[src/core/fdu_pkg.sv]
// fault dispatch unit constants, codes and state encoding
package fdu_pkg;
   // return-type field code marking a fault call
   localparam logic [2:0]  RT_FAULT      = 3'h1;
   // fault type numbers the unit can raise, plus reserved FT_FLOAT_RSVD, which it rejects
   localparam logic [15:0] FT_TRACE      = 16'h0001;
   localparam logic [15:0] FT_OPERATION  = 16'h0002;
   localparam logic [15:0] FT_ARITH      = 16'h0003;
   localparam logic [15:0] FT_FLOAT_RSVD = 16'h0004;
   localparam logic [15:0] FT_CONSTRAINT = 16'h0005;
   localparam logic [15:0] FT_PROTECTION = 16'h0007;
   localparam logic [15:0] FT_TYPE       = 16'h000a;
   // numeric subtypes
   localparam logic [7:0]  FS_ONE        = 8'h01;
   localparam logic [7:0]  FS_TWO        = 8'h02;
   localparam logic [7:0]  FS_OP_MAX     = 8'h04;
   // bit-position subtypes: trace uses bits 1..7, protection length is bit 1
   localparam logic [7:0]  FS_TRACE_MASK = 8'hfe;
   localparam logic [7:0]  FS_PROT_LEN   = 8'h02;
   // fault table entry layout
   localparam logic [1:0]  ENT_LOCAL     = 2'h0;
   localparam logic [1:0]  ENT_SYSTEM    = 2'h2;
   localparam logic [31:0] ENT_SYS_WORD1 = 32'h0000027f;
   localparam logic [31:0] ENT_BYTES     = 32'h00000008;
   localparam logic [31:0] WORD_BYTES    = 32'h00000004;
   // system procedure table: first procedure entry and supervisor entry type
   localparam logic [31:0] SPT_ENTRY_OFS = 32'h00000030;
   localparam logic [1:0]  SPT_SUPER     = 2'h2;
   // fault record placement
   localparam logic [31:0] ALIGN_ADD     = 32'h0000000f;
   localparam logic [31:0] ALIGN_MASK    = 32'hfffffff0;
   localparam logic [31:0] REC_BYTES     = 32'h00000050;
   localparam logic [31:0] REC_OFS_PC    = 32'h00000040;
   localparam logic [31:0] REC_OFS_AC    = 32'h00000044;
   localparam logic [31:0] REC_OFS_CODE  = 32'h00000048;
   localparam logic [31:0] REC_OFS_IP    = 32'h0000004c;
   localparam logic [1:0]  REC_LAST      = 2'h3;
   // sequencer states, one-hot
   typedef enum logic [7:0] {
      ST_IDLE = 8'h01,
      ST_SAVE = 8'h02,
      ST_ENT0 = 8'h04,
      ST_ENT1 = 8'h08,
      ST_SPT  = 8'h10,
      ST_WREC = 8'h20,
      ST_RLD  = 8'h40,
      ST_ERR  = 8'h80
   } fdu_state_t;
endpackage : fdu_pkg

[src/core/fdu_code_map.sv]
// fault type and subtype legality check and record word packing
`timescale 1ns/10ps
module fdu_code_map
   import fdu_pkg::*;
(
   // fault identification in
   input  wire logic [15:0] fault_type,
   input  wire logic [7:0]  fault_subtype,
   // packed record word and legality
   output logic [31:0]      code_word,
   output logic             code_legal
);
   // type in the upper half, subtype in the lower half
   assign code_word = {fault_type, 8'h00, fault_subtype};   // [RULE_14] [RULE_12]

   // only the documented pairs pass; reserved types never get through
   always_comb begin
      code_legal = 1'b0;
      case (fault_type)
         FT_TRACE:      code_legal = (fault_subtype != 8'h00) &&
                                     ((fault_subtype & ~FS_TRACE_MASK) == 8'h00); // [RULE_13]
         FT_OPERATION:  code_legal = (fault_subtype >= FS_ONE) &&
                                     (fault_subtype <= FS_OP_MAX);                // [RULE_15]
         FT_ARITH:      code_legal = (fault_subtype == FS_ONE) ||
                                     (fault_subtype == FS_TWO);                   // [RULE_16]
         FT_CONSTRAINT: code_legal = (fault_subtype == FS_ONE);                   // [RULE_17]
         FT_PROTECTION: code_legal = (fault_subtype == FS_PROT_LEN);              // [RULE_17]
         FT_TYPE:       code_legal = (fault_subtype == FS_ONE);                   // [RULE_17]
         default:       code_legal = 1'b0;                                        // [RULE_18]
      endcase
   end
endmodule : fdu_code_map

[src/core/fdu_core.sv]
// fault dispatch sequencer: register save, table walk, record write, return
`timescale 1ns/10ps
// Contract
// [RULE_01] on fault, find type, handler, call it
// [RULE_02] call is local, system-local or system-supervisor
// [RULE_03] first save local registers to cache
// [RULE_04] previous frame pointer gets frame pointer, type 001
// [RULE_05] user-mode supervisor call switches stack, else realign
// [RULE_06] write fault record onto selected stack
// [RULE_07] handler address from fault or system table
// [RULE_08] frame on user/supervisor stack, interrupt when interrupted
// [RULE_09] recoverable fault resumes at return address
// [RULE_10] faults accepted in program, interrupt or fault handler
// [RULE_11] same entry for nested interrupt and fault cases
// [RULE_12] record type and subtype, index by type
// [RULE_13] subtype eight bits, trace uses bit positions
// [RULE_14] type upper half, subtype lower half
// [RULE_15] operation faults type 2, subtypes 1 to 4
// [RULE_16] arithmetic faults type 3, overflow and divide
// [RULE_17] constraint, protection and type mismatch codes
// [RULE_18] reserved types never generated
// [RULE_19] system table route allows supervisor execution
// [RULE_20] entry two words, type bits, system word 027f
// [RULE_21] round to 16 bytes, reserve 80 bytes
// [RULE_22] fault return restores process and arithmetic state
module fdu_core
   import fdu_pkg::*;
(
   // clock and reset
   input  wire logic        ref_clk,
   input  wire logic        rst_n,
   // fault request from execution
   input  wire logic        fault_req,
   input  wire logic [15:0] fault_type,
   input  wire logic [7:0]  fault_subtype,
   input  wire logic [31:0] fault_ip,
   output logic             fault_ack,
   // processor context at the fault
   input  wire logic [31:0] frame_pointer,
   input  wire logic [31:0] stack_pointer,
   input  wire logic [31:0] super_stack_pointer,
   input  wire logic [31:0] proc_ctrl,
   input  wire logic [31:0] arith_ctrl,
   input  wire logic        user_mode,
   input  wire logic        interrupted,
   // table bases
   input  wire logic [31:0] fault_table_base,
   input  wire logic [31:0] sys_table_base,
   // fault return request
   input  wire logic        ret_req,
   input  wire logic [31:0] ret_prev_frame,
   input  wire logic [31:0] ret_frame_pointer,
   input  wire logic [31:0] ret_return_ip,
   // local register cache
   output logic             cache_save,
   input  wire logic        cache_ack,
   // memory word port
   output logic             mem_req,
   output logic             mem_we,
   output logic [31:0]      mem_addr,
   output logic [31:0]      mem_wdata,
   input  wire logic [31:0] mem_rdata,
   input  wire logic        mem_ack,
   // call results
   output logic             call_done,
   output logic             call_error,
   output logic [31:0]      handler_ip,
   output logic [31:0]      new_frame_pointer,
   output logic [31:0]      new_stack_pointer,
   output logic [31:0]      prev_frame_pointer,
   output logic             handler_super,
   // return results
   output logic             resume,
   output logic [31:0]      instruction_pointer,
   output logic [31:0]      restored_pc,
   output logic [31:0]      restored_ac,
   output logic             busy
);
   // all sequencer state in one record
   typedef struct packed {
      fdu_state_t  state;     // sequencer state
      logic [1:0]  cnt;       // record word counter
      logic [31:0] code;      // packed type and subtype
      logic [31:0] fip;       // faulting instruction address
      logic [31:0] pc;        // captured process controls
      logic [31:0] ac;        // captured arithmetic controls
      logic [31:0] fp;        // captured frame pointer
      logic [31:0] sp;        // captured current stack pointer
      logic [31:0] ssp;       // captured supervisor stack pointer
      logic        umode;     // captured user mode
      logic        intr;      // captured interrupted state
      logic [15:0] ftype;     // captured type for table index
      logic [31:0] e0;        // first entry word
      logic [31:0] rb;        // record base on the new stack
      logic        sup;       // handler runs supervisor
      logic        cache;     // cache push request
      logic        mreq;      // memory request
      logic        mwe;       // memory write
      logic [31:0] maddr;     // memory address
      logic [31:0] mwdata;    // memory write data
      logic        done;      // call taken pulse
      logic        err;       // bad code or entry pulse
      logic [31:0] hip;       // handler address
      logic [31:0] nfp;       // new frame pointer
      logic [31:0] nsp;       // new stack pointer
      logic [31:0] pfp;       // previous frame pointer
      logic        rsm;       // resume pulse
      logic [31:0] rip;       // resume address
      logic [31:0] rpc;       // restored process controls
      logic [31:0] rac;       // restored arithmetic controls
   } fdu_st_t;

   fdu_st_t     st_ff;        // registered state
   fdu_st_t     nxt_st;       // next state
   logic [31:0] code_word;    // packed record word
   logic        code_legal;   // request names a known fault
   logic [31:0] sel_sp;       // stack chosen for the handler
   logic [31:0] rec_base;     // aligned record base

   // code packing and legality live apart so they can be reused by trace logic
   fdu_code_map u_code_map (
      .fault_type    (fault_type),
      .fault_subtype (fault_subtype),
      .code_word     (code_word),
      .code_legal    (code_legal)
   );

   // stack choice: supervisor stack only for a supervisor call out of user mode;
   // when interrupted the current stack already is the interrupt stack;
   // reads the registered call kind so the choice never loops through nxt_st
   always_comb begin
      sel_sp = st_ff.sp;                                           // [RULE_08]
      if (st_ff.sup && st_ff.umode && !st_ff.intr) begin
         sel_sp = st_ff.ssp;                                       // [RULE_05]
      end
      rec_base = (sel_sp + ALIGN_ADD) & ALIGN_MASK;                // [RULE_21]
   end

   // sequencer next state
   always_comb begin
      nxt_st      = st_ff;
      nxt_st.done = 1'b0;
      nxt_st.err  = 1'b0;
      nxt_st.rsm  = 1'b0;
      case (st_ff.state)
         ST_IDLE: begin
            // a fault is taken whatever the processor is running
            if (fault_req) begin                                   // [RULE_10] [RULE_11]
               nxt_st.code  = code_word;                           // [RULE_12]
               nxt_st.ftype = fault_type;
               nxt_st.fip   = fault_ip;
               nxt_st.pc    = proc_ctrl;
               nxt_st.ac    = arith_ctrl;
               nxt_st.fp    = frame_pointer;
               nxt_st.sp    = stack_pointer;
               nxt_st.ssp   = super_stack_pointer;
               nxt_st.umode = user_mode;
               nxt_st.intr  = interrupted;
               nxt_st.sup   = 1'b0;
               nxt_st.cache = 1'b1;                                // [RULE_03]
               nxt_st.state = code_legal ? ST_SAVE : ST_ERR;       // [RULE_18]
            end else if (ret_req && ret_prev_frame[2:0] == RT_FAULT) begin
               // fault return: pull saved controls out of the record
               nxt_st.rb    = ret_frame_pointer - REC_BYTES;       // [RULE_22]
               nxt_st.rip   = ret_return_ip;                       // [RULE_09]
               nxt_st.cnt   = 2'h0;
               nxt_st.mreq  = 1'b1;
               nxt_st.mwe   = 1'b0;
               nxt_st.maddr = ret_frame_pointer - REC_BYTES + REC_OFS_PC;
               nxt_st.state = ST_RLD;
            end
         end
         ST_SAVE: begin
            // no table access until the register set is safely cached
            if (cache_ack) begin
               nxt_st.cache = 1'b0;
               nxt_st.pfp   = {st_ff.fp[31:3], RT_FAULT};          // [RULE_04]
               nxt_st.mreq  = 1'b1;
               nxt_st.mwe   = 1'b0;
               nxt_st.maddr = fault_table_base +
                              ({16'h0000, st_ff.ftype} * ENT_BYTES); // [RULE_12] [RULE_01]
               nxt_st.state = ST_ENT0;
            end
         end
         ST_ENT0: begin
            if (mem_ack) begin
               nxt_st.e0    = mem_rdata;
               nxt_st.maddr = st_ff.maddr + WORD_BYTES;            // [RULE_20]
               nxt_st.state = ST_ENT1;
            end
         end
         ST_ENT1: begin
            if (mem_ack) begin
               if (st_ff.e0[1:0] == ENT_LOCAL) begin
                  // plain local call: handler address in the entry itself
                  nxt_st.hip   = {st_ff.e0[31:2], 2'h0};           // [RULE_02] [RULE_07]
                  nxt_st.mreq  = 1'b0;
                  nxt_st.state = ST_WREC;
               end else if (st_ff.e0[1:0] == ENT_SYSTEM &&
                            mem_rdata == ENT_SYS_WORD1) begin      // [RULE_20]
                  nxt_st.maddr = sys_table_base + SPT_ENTRY_OFS +
                                 {st_ff.e0[31:2], 2'h0};           // [RULE_07]
                  nxt_st.state = ST_SPT;
               end else begin
                  // reserved entry types stop the walk rather than guess
                  nxt_st.mreq  = 1'b0;
                  nxt_st.state = ST_ERR;
               end
            end
         end
         ST_SPT: begin
            if (mem_ack) begin
               nxt_st.hip   = {mem_rdata[31:2], 2'h0};             // [RULE_07]
               nxt_st.sup   = (mem_rdata[1:0] == SPT_SUPER);       // [RULE_02] [RULE_19]
               nxt_st.mreq  = 1'b0;
               nxt_st.state = ST_WREC;
            end
         end
         ST_WREC: begin
            // first cycle here fixes the stack, then four record words go out
            if (!st_ff.mwe) begin
               nxt_st.rb     = rec_base;
               nxt_st.nsp    = sel_sp;                             // [RULE_05]
               nxt_st.nfp    = rec_base + REC_BYTES;               // [RULE_21]
               nxt_st.cnt    = 2'h0;
               nxt_st.mreq   = 1'b1;
               nxt_st.mwe    = 1'b1;
               nxt_st.maddr  = rec_base + REC_OFS_PC;              // [RULE_06]
               nxt_st.mwdata = st_ff.pc;
            end else if (mem_ack) begin
               nxt_st.cnt = st_ff.cnt + 2'h1;
               case (st_ff.cnt)
                  2'h0: begin
                     nxt_st.maddr  = st_ff.rb + REC_OFS_AC;
                     nxt_st.mwdata = st_ff.ac;
                  end
                  2'h1: begin
                     nxt_st.maddr  = st_ff.rb + REC_OFS_CODE;
                     nxt_st.mwdata = st_ff.code;                   // [RULE_14]
                  end
                  2'h2: begin
                     nxt_st.maddr  = st_ff.rb + REC_OFS_IP;
                     nxt_st.mwdata = st_ff.fip;
                  end
                  default: begin
                     nxt_st.mreq  = 1'b0;
                     nxt_st.mwe   = 1'b0;
                     nxt_st.done  = 1'b1;                          // [RULE_01]
                     nxt_st.state = ST_IDLE;
                  end
               endcase
            end
         end
         ST_RLD: begin
            if (mem_ack) begin
               if (st_ff.cnt == 2'h0) begin
                  nxt_st.rpc   = mem_rdata;                        // [RULE_22]
                  nxt_st.cnt   = 2'h1;
                  nxt_st.maddr = st_ff.rb + REC_OFS_AC;
               end else begin
                  nxt_st.rac   = mem_rdata;                        // [RULE_22]
                  nxt_st.mreq  = 1'b0;
                  nxt_st.rsm   = 1'b1;                             // [RULE_09]
                  nxt_st.state = ST_IDLE;
               end
            end
         end
         ST_ERR: begin
            nxt_st.cache = 1'b0;
            nxt_st.err   = 1'b1;
            nxt_st.state = ST_IDLE;
         end
         default: nxt_st.state = ST_IDLE;
      endcase
   end

   // state register; synchronous reset returns the sequencer to idle
   always_ff @(posedge ref_clk) begin
      if (!rst_n) begin
         st_ff       <= '0;
         st_ff.state <= ST_IDLE;
      end else begin
         st_ff <= nxt_st;
      end
   end

   // outputs straight from the state record, except fault_ack, which also gates fault_req directly
   assign fault_ack           = (st_ff.state == ST_IDLE) && fault_req;
   assign busy                = (st_ff.state != ST_IDLE);
   assign cache_save          = st_ff.cache;
   assign mem_req             = st_ff.mreq;
   assign mem_we              = st_ff.mwe;
   assign mem_addr            = st_ff.maddr;
   assign mem_wdata           = st_ff.mwdata;
   assign call_done           = st_ff.done;
   assign call_error          = st_ff.err;
   assign handler_ip          = st_ff.hip;
   assign new_frame_pointer   = st_ff.nfp;
   assign new_stack_pointer   = st_ff.nsp;
   assign prev_frame_pointer  = st_ff.pfp;
   assign handler_super       = st_ff.sup;
   assign resume              = st_ff.rsm;
   assign instruction_pointer = st_ff.rip;
   assign restored_pc         = st_ff.rpc;
   assign restored_ac         = st_ff.rac;
endmodule : fdu_core

[config.mk]
export PLATFORM = sky130hd
export DESIGN_NAME = fdu_core
export DESIGN_NICKNAME = d
export VERILOG_FILES = /design/src/core/fdu_pkg.sv /design/src/core/fdu_code_map.sv /design/src/core/fdu_core.sv
export SDC_FILE = /design/constraint.sdc
export NUM_CORES = 2
export LEC_CHECK = 0
export ABC_AREA = 1
export BUFFER_PORTS_ARGS = -buffer_cell sky130_fd_sc_hd__buf_2
export CORE_UTILIZATION = 30
export DETAILED_ROUTE_END_ITERATION = 12
export PLACE_DENSITY = 0.56
export REMOVE_ABC_BUFFERS = 1
export SKIP_LAST_GASP = 1
export SYNTH_ARGS = -nofsm -noshare
export SYNTH_HDL_FRONTEND = slang
export SYNTH_SLANG_ARGS = --single-unit
[constraint.sdc]
create_clock -name ref_clk -period 6.1 [get_ports ref_clk]
set_clock_uncertainty 0.2 [all_clocks]
set_input_delay 0.305 -clock ref_clk [delete_from_list [all_inputs] [get_ports ref_clk]]
set_output_delay 0.305 -clock ref_clk [all_outputs]
set_load 0.01 [all_outputs]
==> impl_metrics.ini <==
[final_layout]
fin_nets = 6267
multiInputGateArea_sq_mm = 0.0181
nFillCells = 12200
syn_to_final_growth_pct = 23.7
fin_area_sq_mm = 0.0428
final_layout_size_suffix_gt1_share_pct = 16.4
regArea_sq_mm = 0.0115

[clocking]
root_buffer = clkbuf_16
clkSinkCount = 576
cts_resized = 0
cts_tree = done
cts.clk_slew.worst_paths_ps = 60
htree_levels = 3
worstSkewPairLatency_ps = 640
clock_path_buffers = 3
cts_buffers = 71

[floorplan]
row_count = 124
initial_utilization_pct = 30.3
coreArea_sq_mm = 0.114
die_h_um = 342
die_w_um = 342
io_pins = 713
fp.dieArea_sq_mm = 0.117

[routing]
drtAntennaViolNets = 0
detail_route.iter0.violations = 2816
drt_pass1_iterations = 8
drt_wl_total_mm = 147
via_per_inst = 5.02
vias = 36800
wire_per_inst_um = 20.0
remaining_drc_errors = 0

[sta]
hold_violations = 0
worst_pin_slew_ps = 1160
fmax_mhz = 214
max_slew_margin_pct = 22.9
fin_crit_ps = 4660
slew_viol_final = 0
setup_viol = 0
fin_ws_ps = 1440
fin_tns_setup_ps = 0
post-route-period-util_pct = 76.5
rsz0062_at_grt = false

[global_route]
track_usage_pct = 24.1
antenna_found_initial = 15
grt_pass1_vias = 34700
grt_pass1_wl_mm = 216
grt_overflow = 0
grt_max_degree = 232

[critical_path]
worstPathMaxFanout = 18
setup.worst_path.start_class = register
slowest_stage = dfxtp_1
cp_common_cell = nand2_1
timing.rr.start = handler_super
cp.required_ps = 6430
critPathCaptureType = register
crit_type = reg -> reg
arrival_ps = 4990
path_cells = nand2_1, nor2_4, nand2_1, nand2_1, nor2_1, nand2_2, nand2_2, nand2_1, nand2_1, inv_1, ha_1, inv_1, nor2_1, nand3_1, nor2_2, inv_2, o21ai_1, nand3_1, nand2_1, nand3_1, nand2_1, inv_1
cp_slowest_stage_delay_ps = 800
crit_start = handler_super
r2r_setup_slack_ps = 1440

[yosys]
synthDistinctLibCells = 65
ys_warn_count = 0
syn_inst = 5201
ys_ff_latch = 576
synth_flop_cell = dfxtp_1
avgSynthCellArea_sq_um = 6.65
synth_edf_count = 0
syn_area_sq_mm = 0.0346
postSynth.asyncResetShare_pct = 0
seq_area_frac_synth_pct = 33.3

[worst_hold_path]
hp-class = in -> reg
hold_path_startpoint = ret_frame_pointer[5]

[placement]
dpl.hpwl_mm = 110
place.gp.congestion = 0.968
port-buffer-count = 672
place_ws_ps = 1410
placed_area_sq_mm = 0.0371

[power]
p_int_mw = 9.03
pwr-share-comb_pct = 36.1
peakVddDrop_v = 0.000318
power_mw = 15.4
p_sw_mw = 6.32
pwr-share-seq_pct = 34.6
power_leakage_nw = 19.0
p_per_area_mw_per_mm2 = 359
p_clk_share_pct = 29.3
p_sw_share_pct = 41.2

[run_status]
status = completed

[flow_run]
max-cap-violations = 0
## state kept, by name, summed over array words and instances, names as in the netlist
register,flops
st_ff,289
restored_pc,32
instruction_pointer,32
mem_wdata,32
new_stack_pointer,32
call_done,1
cache_save,1
handler_ip,30
prev_frame_pointer,30
mem_addr,32
handler_super,1
resume,1
restored_ac,32
call_error,1
new_frame_pointer,28
mem_we,1
mem_req,1
## synth_stat cells (4+ instances only)
cell / number / area, sq um
a211oi_1: 12 / 90.1
a21o_1: 6 / 45.0
a21oi_1: 404 / 2020
a221o_1: 5 / 50.1
a221oi_1: 20 / 175
a22o_1: 9 / 78.8
a22oi_1: 27 / 203
a31oi_1: 46 / 288
buf_1: 13 / 48.8
buf_2: 10 / 50.1
buf_4: 290 / 2180
clkbuf_1: 235 / 882
clkinv_1: 5 / 18.8
dfxtp_1: 576 / 11500
ha_1: 87 / 1090
inv_1: 486 / 1820
inv_2: 16 / 60.1
nand2_1: 784 / 2940
nand2_2: 18 / 113
nand3_1: 219 / 1100
nand3b_1: 10 / 75.1
nand4_1: 59 / 369
nor2_1: 815 / 3060
nor2_2: 21 / 131
nor2_4: 8 / 90.1
nor3_1: 75 / 375
nor4_1: 31 / 194
o2111ai_1: 8 / 70.1
o211ai_1: 55 / 413
o21a_1: 10 / 75.1
o21ai_0: 614 / 3070
o21ai_1: 18 / 90.1
o21bai_1: 6 / 45.0
o221ai_1: 27 / 236
o22ai_1: 4 / 25.0
o311ai_0: 8 / 70.1
o31ai_1: 5 / 37.5
or2_2: 28 / 175
xnor2_1: 10 / 87.6
xor2_1: 79 / 692
## timing repair
item | CTS | global route
endpoints found under the hold margin | 404 | 0
setup buffers | 0 | 0
hold buffers | 319 | 0
## power by group through the flow
stage / registers, mW / clock network (mW) / logic [mW]
final: 5.30 / 4.50 / 5.55
after global routing: 5.39 / 4.73 / 6.14
after CTS: 5.29 / 4.59 / 5.50
after detailed placement: 5.37 / 0 / 5.29
after global placement: 5.34 / 0 / 5.25
after floorplan: 5.15 / 0 / 3.37
## cells in the final DEF, fill, tap and decap left out, types with 8 or more instances in the layout
master / count
nor2_1: 809
nand2_1: 781
buf_2: 671
o21ai_0: 614
dfxtp_1: 576
inv_1: 481
a21oi_1: 404
dlygate4sd3_1: 319
nand3_1: 219
ha_1: 86
xor2_1: 79
clkbuf_16: 73
nor3_1: 72
nand4_1: 59
o211ai_1: 55
a31oi_1: 46
buf_4: 38
nor4_1: 29
or2_2: 28
a22oi_1: 27
o221ai_1: 27
nor2_2: 25
inv_2: 20
nand2_2: 20
a221oi_1: 20
o21ai_1: 18
clkbuf_8: 16
a211oi_1: 12
nor2_4: 10
o21a_1: 10
nand3b_1: 10
xnor2_1: 10
a22o_1: 9
clkbuf_1: 9
o2111ai_1: 8
o311ai_0: 8
conb_1: 8
clkinv_2: 8
## critical path, delay by kind of cell, from the launching register on
kind,cells,cell delay [ps]
buf+inv,4,420
flops,1,800
compound gates,1,110
fa+ha+maj,1,270
simple gates,16,2710
## layout make-up
| cell class | instances | share of cell area, % |
|---|---|---|
| Clock inverter | 29 | 0.915 |
| Timing Repair Buffer | 1031 | 16.1 |
| Multi-Input combinational cell | 3575 | 42.3 |
| Antenna cell | 7 | 0.0409 |
| Sequential cell | 576 | 26.9 |
| Clock buffer | 98 | 4.86 |
| Tap cell | 1512 | 4.42 |
| Inverter | 507 | 4.46 |
## per-layer routing
layer	vias to the layer above	part of all wire, %	global-route usage (%)
met1	17200	43	30.9
met3	198	6.5	4.09
met4	4	2.9	7.73
met2	1275	47	40.8
li1	18100	-	-
met5	-	0.018	0
## final timing paths
kind,cells past startpoint,end
min reg2reg,2,restored_ac[27]
max,22,mem_addr[22]
max reg2reg,22,mem_addr[22]
min,6,st_ff[300]
## cells by family (layout without fill, tap and decap cells)
| logic type | after synthesis | after routing | share of synthesized area [%] |
|---|---|---|---|
| AOI/OAI and AO/OA | 1304 | 1304 | 21.0 |
| xor gates and xnor gates | 91 | 91 | 2.35 |
| adders and majority gates | 89 | 89 | 3.26 |
| buffers and inverters | 1057 | 1665 | 14.7 |
| DFF | 576 | 576 | 33.3 |
| muxes | 1 | 1 | 0.0289 |
| other | 1 | 15 | 0.0108 |
| and+or+nand+nor | 2082 | 2082 | 25.3 |
## through the flow
step	std cells	util, %	hold WS, ps
after global placement	6882	32.5	229
after CTS	7328	37.4	2.10
after global routing	7330	37.4	45.7
after detailed placement	6882	32.5	233
after floorplan	4658	-	181
final	7335	37.4	44.2
Note: power is estimated with default switching activity, not from simulation.
